`src/uart_lfs_pkg.sv`:
```
package uart_lfs_pkg;

  // ----------------------------------------------------------------
  // register offsets on the host port
  // ----------------------------------------------------------------
  localparam logic [2:0] ADDR_DATA = 3'h0;  // receive buffer / transmit holder / divisor low
  localparam logic [2:0] ADDR_IER  = 3'h1;  // interrupt enable / divisor high
  localparam logic [2:0] ADDR_IIR  = 3'h2;  // identification on read, fifo control on write
  localparam logic [2:0] ADDR_LCR  = 3'h3;
  localparam logic [2:0] ADDR_LSR  = 3'h5;
  localparam logic [2:0] ADDR_MSR  = 3'h6;

  // ----------------------------------------------------------------
  // line_control field positions
  // ----------------------------------------------------------------
  localparam int LC_STB   = 2;
  localparam int LC_PEN   = 3;
  localparam int LC_EPS   = 4;
  localparam int LC_STICK = 5;
  localparam int LC_BRK   = 6;
  localparam int LC_DIVISOR_ACCESS_FIELD  = 7;

  // fifo control bits
  localparam int FC_EN    = 0;
  localparam int FC_RXCLR = 1;
  localparam int FC_TXCLR = 2;

  // ----------------------------------------------------------------
  // identification codes and reset values
  // ----------------------------------------------------------------
  localparam logic [3:0] IID_NONE = 4'h1;
  localparam logic [3:0] IID_RLS  = 4'h6;
  localparam logic [3:0] IID_RDA  = 4'h4;
  localparam logic [3:0] IID_HOLDER_EMPTY_FLAG = 4'h2;
  localparam logic [3:0] IID_MS   = 4'h0;
  localparam logic [1:0] IIR_FIFO = 2'h3;

  localparam logic [7:0]  LCR_RST = 8'h00;
  localparam logic [3:0]  IER_RST = 4'h0;
  localparam logic [7:0]  DIV_RST = 8'h00;

  // ----------------------------------------------------------------
  // sixteen-times sample counts
  // ----------------------------------------------------------------
  localparam logic [3:0] SMP_MID  = 4'h7;   // mid-bit sample of the start bit
  localparam logic [4:0] BIT_LAST = 5'h0F;  // last tick of a whole bit
  localparam logic [4:0] STOP_15  = 5'h17;  // last tick of one and a half stop bits
  localparam logic [4:0] STOP_2   = 5'h1F;  // last tick of two stop bits
  localparam logic [1:0] BRK_HIGH = 2'h2;   // high samples needed after a break

  typedef enum logic [2:0] {RX_IDLE, RX_START, RX_DATA, RX_PAR, RX_STOP, RX_BRK} rx_state_t;
  typedef enum logic [2:0] {TX_IDLE, TX_START, TX_DATA, TX_PAR, TX_STOP} tx_state_t;

endpackage

```
`src/uart_line_format_status.sv`:
```
// Local design decisions: the address map and the plain strobed port.
`timescale 1ns/1ps
module uart_line_format_status
  import uart_lfs_pkg::*;
#(
  parameter int RX_DEPTH = 16,
  parameter int TX_DEPTH = 16
) (
  input  wire logic        clk,
  input  wire logic        nrst,
  input  wire logic        ce,
  input  wire logic        tick16,
  input  wire logic [2:0]  addr,
  input  wire logic [7:0]  wdata,
  input  wire logic        wr,
  input  wire logic        rd,
  output logic      [7:0]  rdata,
  input  wire logic        rx_pin,
  output logic             tx_pin,
  input  wire logic [3:0]  modem_n,
  output logic             irq,
  output logic      [15:0] divisor,
  output logic             fifo_mode
);

  localparam int RAW = $clog2(RX_DEPTH);
  localparam int TAW = $clog2(TX_DEPTH);
  localparam logic [RAW:0] RX_FULL = (RAW+1)'(RX_DEPTH);
  localparam logic [TAW:0] TX_FULL = (TAW+1)'(TX_DEPTH);

  // ----------------------------------------------------------------
  // format helpers shared by both directions
  // ----------------------------------------------------------------
  // index of the last data bit: 4, 5, 6 or 7
  function automatic logic [2:0] last_bit(input logic [7:0] lc);
    last_bit = {1'b1, lc[1:0]};
  endfunction

  function automatic logic par_bit(input logic [7:0] d, input logic [7:0] lc);
    logic [7:0] m;
    m = d & (8'hFF >> (2'h3 - lc[1:0]));
    if (lc[LC_STICK]) par_bit = ~lc[LC_EPS];
    else par_bit = lc[LC_EPS] ? ^m : ~^m;
  endfunction

  // ----------------------------------------------------------------
  // registers and decode
  // ----------------------------------------------------------------
  logic [7:0] lcr_r, dll_r, dlm_r, rdata_r;
  logic [3:0] ier_r;
  logic       fen_r;
  logic       oe_r, pe_r, fe_r, bi_r, holder_empty_flag_int_r, holder_empty_flag_d_r;
  logic [3:0] dlt_r, m1_r, m2_r, mprev_r;
  logic       rxs1_r, rxs2_r;

  wire divisor_access_field   = lcr_r[LC_DIVISOR_ACCESS_FIELD];
  wire wr_thr = wr && addr == ADDR_DATA && !divisor_access_field;
  wire wr_dll = wr && addr == ADDR_DATA && divisor_access_field;
  wire wr_ier = wr && addr == ADDR_IER && !divisor_access_field;
  wire wr_dlm = wr && addr == ADDR_IER && divisor_access_field;
  wire wr_fcr = wr && addr == ADDR_IIR;
  wire wr_lcr = wr && addr == ADDR_LCR;
  wire rd_rbr = rd && addr == ADDR_DATA && !divisor_access_field;
  wire rd_iir = rd && addr == ADDR_IIR;
  wire rd_lsr = rd && addr == ADDR_LSR;
  wire rd_msr = rd && addr == ADDR_MSR;
  // a fifo enable change flushes both queues; an explicit clear bit flushes only its own queue
  wire fen_chg = wr_fcr && (wdata[FC_EN] != fen_r);
  wire rx_clr  = wr_fcr && (wdata[FC_RXCLR] || fen_chg);
  wire tx_clr  = wr_fcr && (wdata[FC_TXCLR] || fen_chg);

  always_ff @(posedge clk or negedge nrst) begin
    if (!nrst) begin
      lcr_r <= LCR_RST;
      ier_r <= IER_RST;
      dll_r <= DIV_RST;
      dlm_r <= DIV_RST;
      fen_r <= 1'b0;
    end else if (ce) begin
      if (wr_lcr) lcr_r <= wdata;
      if (wr_ier) ier_r <= wdata[3:0];
      if (wr_dll) dll_r <= wdata;
      if (wr_dlm) dlm_r <= wdata;
      if (wr_fcr) fen_r <= wdata[FC_EN];
    end
  end

  // ----------------------------------------------------------------
  // pin synchronisers
  // ----------------------------------------------------------------
  always_ff @(posedge clk or negedge nrst) begin
    if (!nrst) begin
      {rxs1_r, rxs2_r} <= 2'h3;
      m1_r <= 4'hF;
      m2_r <= 4'hF;
      mprev_r <= 4'hF;
    end else if (ce) begin
      rxs1_r <= rx_pin;
      rxs2_r <= rxs1_r;
      m1_r <= modem_n;
      m2_r <= m1_r;
      mprev_r <= m2_r;
    end
  end
  wire rxd = rxs2_r;

  // ----------------------------------------------------------------
  // receive queue; depth one outside fifo mode
  // ----------------------------------------------------------------
  logic [10:0]  rxq [RX_DEPTH];  // {break, framing, parity, data}
  logic [RAW-1:0] rx_wp, rx_rp;
  logic [RAW:0] rx_cnt, rx_errs;
  logic         rx_done_r, head_new_d_r;
  logic [10:0]  rx_word_r;

  wire [RAW:0] rx_cap  = fen_r ? RX_FULL : (RAW+1)'(1);
  wire rx_pop   = rd_rbr && rx_cnt != '0;
  wire rx_full  = rx_cnt >= rx_cap;
  wire rx_acc   = rx_done_r && (!rx_full || rx_pop);
  wire rx_ovr   = rx_done_r && rx_full && !rx_pop;
  wire rx_ovwr  = rx_ovr && !fen_r;                 // unread buffer overwritten
  wire word_err = |rx_word_r[10:8];
  wire head_err = |rxq[rx_rp][10:8];
  // a new character reaches the head of the queue
  wire head_new = (rx_acc && (rx_cnt == '0 || (rx_pop && rx_cnt == (RAW+1)'(1))))
                || (rx_pop && rx_cnt > (RAW+1)'(1)) || rx_ovwr;

  always_ff @(posedge clk) begin
    if (ce && rx_acc) rxq[rx_wp] <= rx_word_r;
    else if (ce && rx_ovwr) rxq[rx_rp] <= rx_word_r;
  end

  // the counts step up and down in one cycle when push and pop meet
  always_ff @(posedge clk or negedge nrst) begin
    if (!nrst) begin
      rx_wp <= '0;
      rx_rp <= '0;
      rx_cnt <= '0;
      rx_errs <= '0;
      head_new_d_r <= 1'b0;
    end else if (ce) begin
      head_new_d_r <= head_new && !rx_clr;
      if (rx_clr) begin
        rx_wp <= '0;
        rx_rp <= '0;
        rx_cnt <= '0;
        rx_errs <= '0;
      end else begin
        if (rx_acc) rx_wp <= rx_wp + 1'b1;
        if (rx_pop) rx_rp <= rx_rp + 1'b1;
        rx_cnt <= rx_cnt + (RAW+1)'(rx_acc) - (RAW+1)'(rx_pop);
        rx_errs <= rx_errs + (RAW+1)'(rx_acc && word_err)
                 - (RAW+1)'(rx_pop && head_err);
      end
    end
  end

  // ----------------------------------------------------------------
  // receiver
  // ----------------------------------------------------------------
  rx_state_t  rx_st;
  logic [3:0] rx_sc;
  logic [2:0] rx_idx;
  logic [7:0] rx_sh;
  logic       rx_par_r, rx_zero_r;
  logic [1:0] rx_hi;

  wire rx_bit_end = rx_sc == BIT_LAST[3:0];
  wire rx_perr = lcr_r[LC_PEN] && (rx_par_r != par_bit(rx_sh, lcr_r));

  always_ff @(posedge clk or negedge nrst) begin
    if (!nrst) begin
      rx_st <= RX_IDLE;
      rx_sc <= '0;
      rx_idx <= '0;
      rx_sh <= '0;
      rx_par_r <= 1'b0;
      rx_zero_r <= 1'b0;
      rx_hi <= '0;
      rx_done_r <= 1'b0;
      rx_word_r <= '0;
    end else if (ce) begin
      rx_done_r <= 1'b0;
      if (tick16) begin
        rx_sc <= rx_sc + 1'b1;
        unique case (rx_st)
          RX_IDLE: begin
            rx_sc <= '0;
            if (!rxd) rx_st <= RX_START;
          end
          RX_START: if (rx_sc == SMP_MID) begin
            rx_sc <= '0;
            rx_idx <= '0;
            rx_sh <= '0;
            rx_zero_r <= 1'b1;
            rx_st <= rxd ? RX_IDLE : RX_DATA;  // high at mid-bit is a false start
          end
          RX_DATA: if (rx_bit_end) begin
            rx_sh[rx_idx] <= rxd;
            rx_zero_r <= rx_zero_r && !rxd;
            rx_idx <= rx_idx + 1'b1;
            if (rx_idx == last_bit(lcr_r)) rx_st <= lcr_r[LC_PEN] ? RX_PAR : RX_STOP;
          end
          RX_PAR: if (rx_bit_end) begin
            rx_par_r <= rxd;
            rx_zero_r <= rx_zero_r && !rxd;
            rx_st <= RX_STOP;
          end
          RX_STOP: if (rx_bit_end) begin
            rx_done_r <= 1'b1;
            rx_sc <= '0;
            rx_hi <= '0;
            if (rxd) begin
              rx_word_r <= {2'b00, rx_perr, rx_sh};
              rx_st <= RX_IDLE;
            end else if (rx_zero_r) begin
              rx_word_r <= {3'b100, 8'h00};
              rx_st <= RX_BRK;
            end else begin
              rx_word_r <= {2'b01, rx_perr, rx_sh};
              rx_st <= RX_START;                     // low stop taken as next start
            end
          end
          RX_BRK: begin
            rx_hi <= rxd ? rx_hi + 1'b1 : 2'h0;
            if (rxd && rx_hi == BRK_HIGH - 2'h1) rx_st <= RX_IDLE;
          end
          default: rx_st <= RX_IDLE;
        endcase
      end
    end
  end

  // ----------------------------------------------------------------
  // line status flags; a set in the cycle of a status read wins
  // ----------------------------------------------------------------
  wire [2:0] head_flags = head_new_d_r ? rxq[rx_rp][10:8] : 3'h0;

  always_ff @(posedge clk or negedge nrst) begin
    if (!nrst) begin
      {oe_r, pe_r, fe_r, bi_r} <= 4'h0;
    end else if (ce) begin
      oe_r <= (oe_r && !rd_lsr) || rx_ovr;
      pe_r <= (pe_r && !rd_lsr) || head_flags[0];
      fe_r <= (fe_r && !rd_lsr) || head_flags[1];
      bi_r <= (bi_r && !rd_lsr) || head_flags[2];
    end
  end

  // ----------------------------------------------------------------
  // transmit queue and shift register
  // ----------------------------------------------------------------
  logic [7:0]   txq [TX_DEPTH];
  logic [TAW-1:0] tx_wp, tx_rp;
  logic [TAW:0] tx_cnt;
  tx_state_t    tx_st;
  logic [4:0]   tx_sc;
  logic [2:0]   tx_idx;
  logic [7:0]   tsr_r;
  logic         txd_r;

  wire [TAW:0] tx_cap = fen_r ? TX_FULL : (TAW+1)'(1);
  wire tx_push = wr_thr && tx_cnt < tx_cap;  // writes to a full holder are dropped
  wire tx_load = tx_st == TX_IDLE && tx_cnt != '0;
  wire holder_empty_flag    = tx_cnt == '0;
  wire transmitter_empty_flag    = holder_empty_flag && tx_st == TX_IDLE;
  wire [4:0] stop_last = !lcr_r[LC_STB] ? BIT_LAST :
                         (lcr_r[1:0] == 2'h0 ? STOP_15 : STOP_2);

  always_ff @(posedge clk) begin
    if (ce && tx_push) txq[tx_wp] <= wdata;
  end

  always_ff @(posedge clk or negedge nrst) begin
    if (!nrst) begin
      tx_wp <= '0;
      tx_rp <= '0;
      tx_cnt <= '0;
    end else if (ce) begin
      if (tx_clr) begin
        tx_wp <= '0;
        tx_rp <= '0;
        tx_cnt <= '0;
      end else begin
        if (tx_push) tx_wp <= tx_wp + 1'b1;
        if (tx_load) tx_rp <= tx_rp + 1'b1;
        tx_cnt <= tx_cnt + (TAW+1)'(tx_push) - (TAW+1)'(tx_load);
      end
    end
  end

  // start bit goes out at once; data and parity bits last sixteen ticks, the stop time sixteen, 24 or 32 ticks
  always_ff @(posedge clk or negedge nrst) begin
    if (!nrst) begin
      tx_st <= TX_IDLE;
      tx_sc <= '0;
      tx_idx <= '0;
      tsr_r <= '0;
      txd_r <= 1'b1;
    end else if (ce) begin
      if (tx_load) begin
        tsr_r <= txq[tx_rp];
        tx_sc <= '0;
        txd_r <= 1'b0;
        tx_st <= TX_START;
      end else if (tick16 && tx_st != TX_IDLE) begin
        tx_sc <= tx_sc + 1'b1;
        if (tx_sc == (tx_st == TX_STOP ? stop_last : BIT_LAST)) begin
          tx_sc <= '0;
          unique case (tx_st)
            TX_START: begin
              tx_idx <= '0;
              txd_r <= tsr_r[0];
              tx_st <= TX_DATA;
            end
            TX_DATA: if (tx_idx == last_bit(lcr_r)) begin
              txd_r <= lcr_r[LC_PEN] ? par_bit(tsr_r, lcr_r) : 1'b1;
              tx_st <= lcr_r[LC_PEN] ? TX_PAR : TX_STOP;
            end else begin
              tx_idx <= tx_idx + 1'b1;
              txd_r <= tsr_r[tx_idx + 3'h1];
            end
            TX_PAR: begin
              txd_r <= 1'b1;
              tx_st <= TX_STOP;
            end
            TX_STOP: tx_st <= TX_IDLE;
            default: tx_st <= TX_IDLE;
          endcase
        end
      end
    end
  end

  // break only gates the line, the shift register keeps running
  assign tx_pin = txd_r && !lcr_r[LC_BRK];

  // ----------------------------------------------------------------
  // modem deltas and interrupt identification
  // ----------------------------------------------------------------
  wire [3:0] mchg = m2_r ^ mprev_r;
  wire [3:0] mset = {mchg[3], m2_r[2] && !mprev_r[2], mchg[1:0]};

  always_ff @(posedge clk or negedge nrst) begin
    if (!nrst) begin
      dlt_r <= 4'h0;
    end else if (ce) begin
      dlt_r <= (dlt_r & {4{!rd_msr}}) | mset;
    end
  end

  wire rls_act  = ier_r[2] && (oe_r || pe_r || fe_r || bi_r);
  wire rda_act  = ier_r[0] && rx_cnt != '0;
  wire holder_empty_flag_act = ier_r[1] && holder_empty_flag_int_r;
  wire ms_act   = ier_r[3] && dlt_r != 4'h0;
  wire [3:0] iid = rls_act ? IID_RLS :
                   rda_act ? IID_RDA :
                   holder_empty_flag_act ? IID_HOLDER_EMPTY_FLAG :
                   ms_act ? IID_MS : IID_NONE;

  // holder-empty event: emptied, or enabled while already empty
  wire holder_empty_flag_set = (holder_empty_flag && !holder_empty_flag_d_r) || (wr_ier && wdata[1] && !ier_r[1] && holder_empty_flag);

  always_ff @(posedge clk or negedge nrst) begin
    if (!nrst) begin
      holder_empty_flag_d_r <= 1'b1;
      holder_empty_flag_int_r <= 1'b0;
    end else if (ce) begin
      holder_empty_flag_d_r <= holder_empty_flag;
      holder_empty_flag_int_r <= (holder_empty_flag_int_r && !wr_thr && !(rd_iir && iid == IID_HOLDER_EMPTY_FLAG))
                  || holder_empty_flag_set;
    end
  end

  // ----------------------------------------------------------------
  // read data, one cycle after the strobe
  // ----------------------------------------------------------------
  wire fifo_error_summary = fen_r && rx_errs != '0;
  wire [7:0] line_status = {fifo_error_summary, transmitter_empty_flag, holder_empty_flag, bi_r, fe_r, pe_r, oe_r, rx_cnt != '0};
  wire [7:0] rd_mux =
    addr == ADDR_DATA ? (divisor_access_field ? dll_r : rxq[rx_rp][7:0]) :
    addr == ADDR_IER  ? (divisor_access_field ? dlm_r : {4'h0, ier_r}) :
    addr == ADDR_IIR  ? {fen_r ? IIR_FIFO : 2'h0, 2'h0, iid} :
    addr == ADDR_LCR  ? lcr_r :
    addr == ADDR_LSR  ? line_status :
    addr == ADDR_MSR  ? {~m2_r, dlt_r} : 8'h00;

  always_ff @(posedge clk or negedge nrst) begin
    if (!nrst) rdata_r <= 8'h00;
    else if (ce && rd) rdata_r <= rd_mux;
  end

  assign rdata     = rdata_r;
  assign irq       = iid != IID_NONE;
  assign divisor   = {dlm_r, dll_r};
  assign fifo_mode = fen_r;

endmodule

```
`config.mk`:
```
export PLATFORM = sky130hd
export DESIGN_NAME = uart_line_format_status
export DESIGN_NICKNAME = d
export VERILOG_FILES = /design/src/uart_lfs_pkg.sv /design/src/uart_line_format_status.sv
export SDC_FILE = /design/constraint.sdc
export NUM_CORES = 1
export LEC_CHECK = 0
export ABC_AREA = 1
export BUFFER_PORTS_ARGS = -buffer_cell sky130_fd_sc_hd__buf_2
export CAP_MARGIN = 15
export CORE_MARGIN = 2
export CORE_UTILIZATION = 40
export CTS_CLUSTER_SIZE = 20
export DETAILED_ROUTE_END_ITERATION = 7
export PLACE_DENSITY_LB_ADDON = 0.1
export SLEW_MARGIN = 20
export SYNTH_ARGS = -nofsm -noshare
export SYNTH_HDL_FRONTEND = slang
export SYNTH_SLANG_ARGS = --single-unit
```
`constraint.sdc`:
```
create_clock -name clk -period 3.64 [get_ports clk]
set_clock_uncertainty 0.2 [all_clocks]
set_input_delay 0.182 -clock clk [delete_from_list [all_inputs] [get_ports clk]]
set_output_delay 0.182 -clock clk [all_outputs]
set_load 0.005 [all_outputs]
```
# [After elaboration in Yosys (flattened, before gate mapping)]
# Memories as Yosys holds them, arrays and structs flattened. A register that Yosys moved wholly into a read port is not among the register bits.
# Cells that the tools add are included.
[classes] add_sub_neg=16 n_mux=96 n_div=0 eq_ne=35 n_bitwise=8 multipliers=0 reduce_logical=138 order_cmp=6 n_shift=1
[ops] cell="$mux 8" count=10
[ops] cell="$mux 3" count=20
[ops] cell="$logic_and 1x1->1" count=57
[ops] cell="$mux 4" count=12
[ops] cell="$mux 5" count=9
[ops] cell="$mux 11" count=3
[ops] cell="$mux 1" count=25
[ops] cell="$reduce_and 2->1" count=12
[ops] cell="$eq 3x2->1 const B" count=7
[ops] cell="$add 4x1->4 const B" count=5
[ops] cell="$reduce_and 4->1" count=5
[ops] cell="$reduce_bool 2->1" count=10
[ops] cell="$pmux 3 s6" count=1
[ops] cell="$and 8x8->8" count=2
[ops] cell="$ne 2x2->1 const B" count=8
[ops] cell="$pmux 8 s2" count=1
[ops] cell="$reduce_xnor 8->1" count=2
[ops] cell="$reduce_xor 8->1" count=2
[ops] cell="$add 5x1->5" count=3
[ops] cell="$eq 3x3->1 const B" count=5
[ops] cell="$logic_not 1->1" count=15
[ops] cell="$logic_or 1x1->1" count=15
[ops] cell="$reduce_bool 5->1" count=3
[ops] cell="$sub 5x1->5" count=3
[ops] cell="other kinds (47)" count=65
[word_totals] ramBits=304 in_bits=22 mem_bits_ro=0 register_bits=139 mem_count=2 out_inout_bits=27 wordCells=341 latch_bits=0
[memory_table] name="rxq" words=16 width=11 read_ports=1 rd_clocked_by_memory_dff=0 wr=1 line_no="uart_line_format_status.sv:110" text="logic [10:0] rxq [RX_DEPTH];"
[memory_table] name="txq" words=16 width=8 read_ports=1 rd_clocked_by_memory_dff=1 wr=1 line_no="uart_line_format_status.sv:253" text="logic [7:0] txq [TX_DEPTH];"

# [Logic depth before layout (Yosys ltp)]
[depth] depth_word=13 depth_mapped=20 mapped_depth_nobuf=20

# [Worst setup path after synthesis]
# No wires, ideal clock.
[synth_path] path_kind="flip-flop to flip-flop" startpoint="reg fen_r (netlist: fifo_mode)" endpoint="reg rx_errs[4]" arrival_ns=2.871 path_stages_with_launch=19 slack_ns=0.435 n_path_buf=0 required_ns=3.306 setup_time_ns=0.134 period_less_slack_ns=3.205 path_cell_list="dfrtp_1 -> inv_1 -> ha_1 -> a21oi_1 -> nand4_1 -> and2_4 -> nor2_8 -> o31ai_1 -> ha_1 -> inv_1 -> ha_1 -> inv_1 -> fa_1 -> inv_1 -> a21oi_1 -> nor2_1 -> nor2_1 -> xor2_1 -> o22ai_1"
[synth_via] elab_chain_cells=9 elab_cells_between_ends=13 cone_classes="add/sub: 2; order compare: 1; eq/ne: 1; mux: 2; reduce/logical: 7"
[synth_rtl] element="start, declared" line_no="uart_line_format_status.sv:51" text="logic fen_r;"
[synth_rtl] element="start signal, assigned" line_no="uart_line_format_status.sv:84" text="if (wr_fcr) fen_r <= wdata[FC_EN];"
[synth_rtl] element="$mux 5" line_no="uart_line_format_status.sv:116" text="wire [RAW:0] rx_cap = fen_r ? RX_FULL : (RAW+1)'(1);"
[synth_rtl] element="$ge 5x5->1" line_no="uart_line_format_status.sv:118" text="wire rx_full = rx_cnt >= rx_cap;"
[synth_rtl] element="$logic_not 1->1" line_no="uart_line_format_status.sv:119" text="wire rx_acc = rx_done_r && (!rx_full || rx_pop);"
[synth_rtl] element="$logic_or 1x1->1" line_no="uart_line_format_status.sv:119"
[synth_rtl] element="$logic_and 1x1->1" line_no="uart_line_format_status.sv:119"
[synth_rtl] element="$logic_and 1x1->1" line_no="uart_line_format_status.sv:152" text="rx_errs <= rx_errs + (RAW+1)'(rx_acc && word_err)"
[synth_rtl] element="$add 5x1->5" line_no="uart_line_format_status.sv:152"
[synth_rtl] element="$sub 5x1->5" line_no="uart_line_format_status.sv:153" text="- (RAW+1)'(rx_pop && head_err);"
[synth_rtl] element="$mux 5 *" line_no="uart_line_format_status.sv:143" text="if (rx_clr) begin"
[synth_rtl] element="end signal, assigned" line_no="uart_line_format_status.sv:152"
[synth_rtl] element="end, declared" line_no="uart_line_format_status.sv:112" text="logic [RAW:0] rx_cnt, rx_errs;"
# Mark *: on every way between the ends. The rest lies on a longest branch, timed or not.
# A chain may end at the register's enable or synchronous reset.

# [Worst setup path in the final report]
# Same ends and word-level chain as after synthesis.

==> results.yml <==
global_routing:
  grt_max_degree: 82
  globalRouteTotalUtil: 0.2184
  grt.overflow.total: 0
  grt_first_pass_wirelength_mm: 87.29
  grt_pass1_vias: 14420
  antenna_found_initial: 1
synthesis:
  synth_area_per_cell_um2: 10.66
  seq_area_frac_synth: 0.6361
  synth_top_area_frac: 0.4527
  synth_area_mm2: 0.02017
  yosysUniqueCellTypes: 55
  yosysMostFrequentCell: "edfxtp_1"
  syn_nets: 1954
  yosys.area.top_type: "edfxtp_1"
  synthTopCellsByCount: "edfxtp_1 (304), o21ai_0 (273), nor2_1 (254)"
  ys_ff_latch: 451
  synth_edf_count: 304
  yosys-top-cells-area: "edfxtp_1 (45%), dfrtp_1 (16%), o21ai_0 (6.8%), nor2_1 (4.7%), nand2_1 (4.4%)"
  ys_warn_count: 0
  netlist_instances: 1892
  async_reset_ff_frac: 0.3259
  synth_top_flop_cell: "edfxtp_1"
route:
  wirelength_mm: 56.77
  vias: 14680
  drt_first_pass_iters: 7
  vias_per_cell: 5.388
  avgRoutedWirePerCell_um: 20.84
  met3_length_mm: 3.147
  ant_nets: 0
  drc: 0
  route.met2.wl_mm: 25.19
  met1_length_mm: 26.63
  top_layer_used: "met4"
  drt_iter0_markers: 1177
die:
  initial_core_util: 0.4036
  core_area_mm2: 0.04997
  die-area_mm2: 0.05223
  num_rows: 82
  io_pins: 49
  die_width_um: 228.5
  die_h_um: 228.5
worst_setup_path:
  crit_type: "reg -> reg"
  cp_data_arrival_time_ns: 3.58
  crit_required_ns: 3.91
  startpoint_type: "register"
  path_max_fanout: 6
  end_kind: "register"
place:
  port_buffers: 48
  dpl.hpwl_mm: 37.80
  gp_congestion: 0.8628
clocking:
  root_buffer: "clkbuf_16"
  numCtsBuffers: 50
  cts_tree: "built"
  htreeDepth: 2
  clock_path_buffers: 3
  clk_pin_slew_worst_paths_ns: 0.06
  clock_latency_ns: 0.61
  cts.sinks: 451
timing:
  hold_viol_final: 0
  maxSlewHeadroom: 0.2856
  finalSetupTns_ns: 0
  setup_violations: 0
  worst_pin_slew_ns: 1.068
  drv_slew: 0
  max_freq_mhz: 301.6
  rsz0062_at_grt: "false"
  fin_crit_ns: 3.316
  finalCritPeriodShare: 0.9109
final_layout:
  area_growth_pct: 16.62
  fin_nets: 2072
  layout-drive-gt1-share: 0.1296
  antenna_cells: 0
pwr:
  p_int_w: 0.01087
  leakage_nw: 9.510
  switching_share: 0.3484
  pwr-share-seq: 0.387
  pwr-share-clk: 0.321
  power.switching_w: 0.005813
  power_w: 0.01668
  combinationalPowerShare: 0.292
  power.density_mw_per_mm2: 709.4
  ir_worst_vdd_mv: 0.4313
min_path:
  hold_path_class: "in -> async"
run:
  cap_violations: 0
outcome:
  status: "completed"
-- repair_timing --
| item | CTS | global route |
|---|---|---|
| setup buffers | 0 | 0 |
| hold buffers | 27 | 0 |
| hold endpoints to repair | 250 | 0 |
| resized for setup | 0 | 4 |
| setup endpoints to repair | 0 | 2 |
-- through the flow --
stage,utilization,setup WS (ns),hold slack [ns],cells,area [um^2]
2_1_floorplan,-,0.4346,-0.3136,1892,20170
3_3_place_gp,0.4302,0.2687,0.1171,2604,21490
3_5_place_dp,0.4302,0.2548,0.1229,2604,21490
4_1_cts,0.4706,0.09640,0.04054,2725,23510
5_1_grt,0.4707,0.07427,0.1082,2724,23520
6_report,0.4707,0.3243,0.02226,2724,23520
-- sequential cells by signal (all words and copies together), names as in the netlist, 5 cells and up --
register / flops
rx_word_r: 11
rx_errs: 5
tx_sc: 5
rxq: 176
rdata: 8
tx_cnt: 5
rx_cnt: 5
txq: 128
tsr_r: 8
dlm_r: 8
rx_sh: 8
lcr_r: 8
dll_r: 8
-- power groups by stage --
stage | Clock [W] | Sequential, W | Combinational (W)
floorplan | 0 | 0.00634 | 0.00341
global placement | 0 | 0.00653 | 0.00476
detailed placement | 0 | 0.00654 | 0.00484
CTS | 0.00548 | 0.00644 | 0.00491
global route | 0.00565 | 0.00652 | 0.00552
finish | 0.00536 | 0.00645 | 0.00487
-- per-layer routing --
layer  global-route usage  vias to the layer above
met4              0.07802                        0
met3              0.03443                       99
met1               0.3190                     7284
met5                    0                        -
li1                     -                     6898
met2               0.3304                      396
-- cells in the final DEF (no fill, tap or decap), types with 4 or more instances in the layout --
cell type / Yosys / routed
edfxtp_1: 304 / 304
o21ai_0: 273 / 273
nor2_1: 254 / 254
nand2_1: 238 / 238
inv_1: 159 / 158
dfrtp_1: 131 / 129
nand3_1: 77 / 77
buf_4: 2 / 75
a21oi_1: 71 / 71
o221ai_1: 50 / 50
clkbuf_16: 0 / 50
buf_2: 18 / 47
o22ai_1: 43 / 43
ha_1: 37 / 37
o211ai_1: 26 / 26
dlygate4sd3_1: 0 / 26
xor2_1: 18 / 18
dfstp_2: 16 / 16
nand4_1: 11 / 11
xnor2_1: 10 / 10
clkbuf_1: 61 / 10
nor3_1: 10 / 9
clkinv_2: 0 / 8
clkbuf_8: 0 / 8
bufinv_16: 0 / 8
nand2_2: 7 / 7
inv_2: 7 / 7
clkinv_1: 2 / 7
o31ai_1: 6 / 6
mux2_2: 6 / 6
a31oi_1: 5 / 5
o21ai_2: 4 / 4
o21a_1: 4 / 4
-- cells by family after synthesis --
logic type	synth area share
and+or+nand+nor	0.1301
AOI/OAI and AO/OA	0.1421
DFF	0.6361
buffers and inverters	0.04871
adders and majority gates	0.02594
xor gates and xnor gates	0.01216
muxes	0.004901
-- area by class of cell --
class	instances	area [um^2]
multi-input cells	1188	6367
clock buffers	68	1399
well taps	672	840.8
clock inverters	26	350.3
inverters	169	639.4
fillers	4615	26450
flip-flops and latches	451	12830
repair buffers	150	1090
-- worst max-delay path: stages (launching register included) --
cell and delay [ns]:
dfrtp_1 0.34, inv_1 0.07, ha_1 0.33, a21oi_1 0.16, nand4_1 0.22, and2_4 0.23, nor2_8 0.12, o31ai_1 0.11
ha_1 0.28, inv_1 0.05, ha_1 0.16, inv_1 0.05, fa_1 0.39, inv_1 0.07, a21oi_1 0.05, nor2_1 0.09
nor2_1 0.05, xor2_1 0.12, o22ai_1 0.08
-- path summary, 6_finish.rpt --
path / from / to / slack [ns] / depth (start not counted)
min reg2reg: m1_r[3] / m1_r[3] / 0.26 / 2
max reg2reg: fifo_mode / rx_errs[4] / 0.32 / 18
max in group asynchronous: nrst / lcr_r[7] / 2.36 / 3
max: fifo_mode / rx_errs[4] / 0.32 / 18
min in group clk: modem_n[0] / m1_r[0] / 0.16 / 4
min: nrst / holder_empty_flag_int_r / 0.02 / 2
Power figures use the tool's default switching activity.
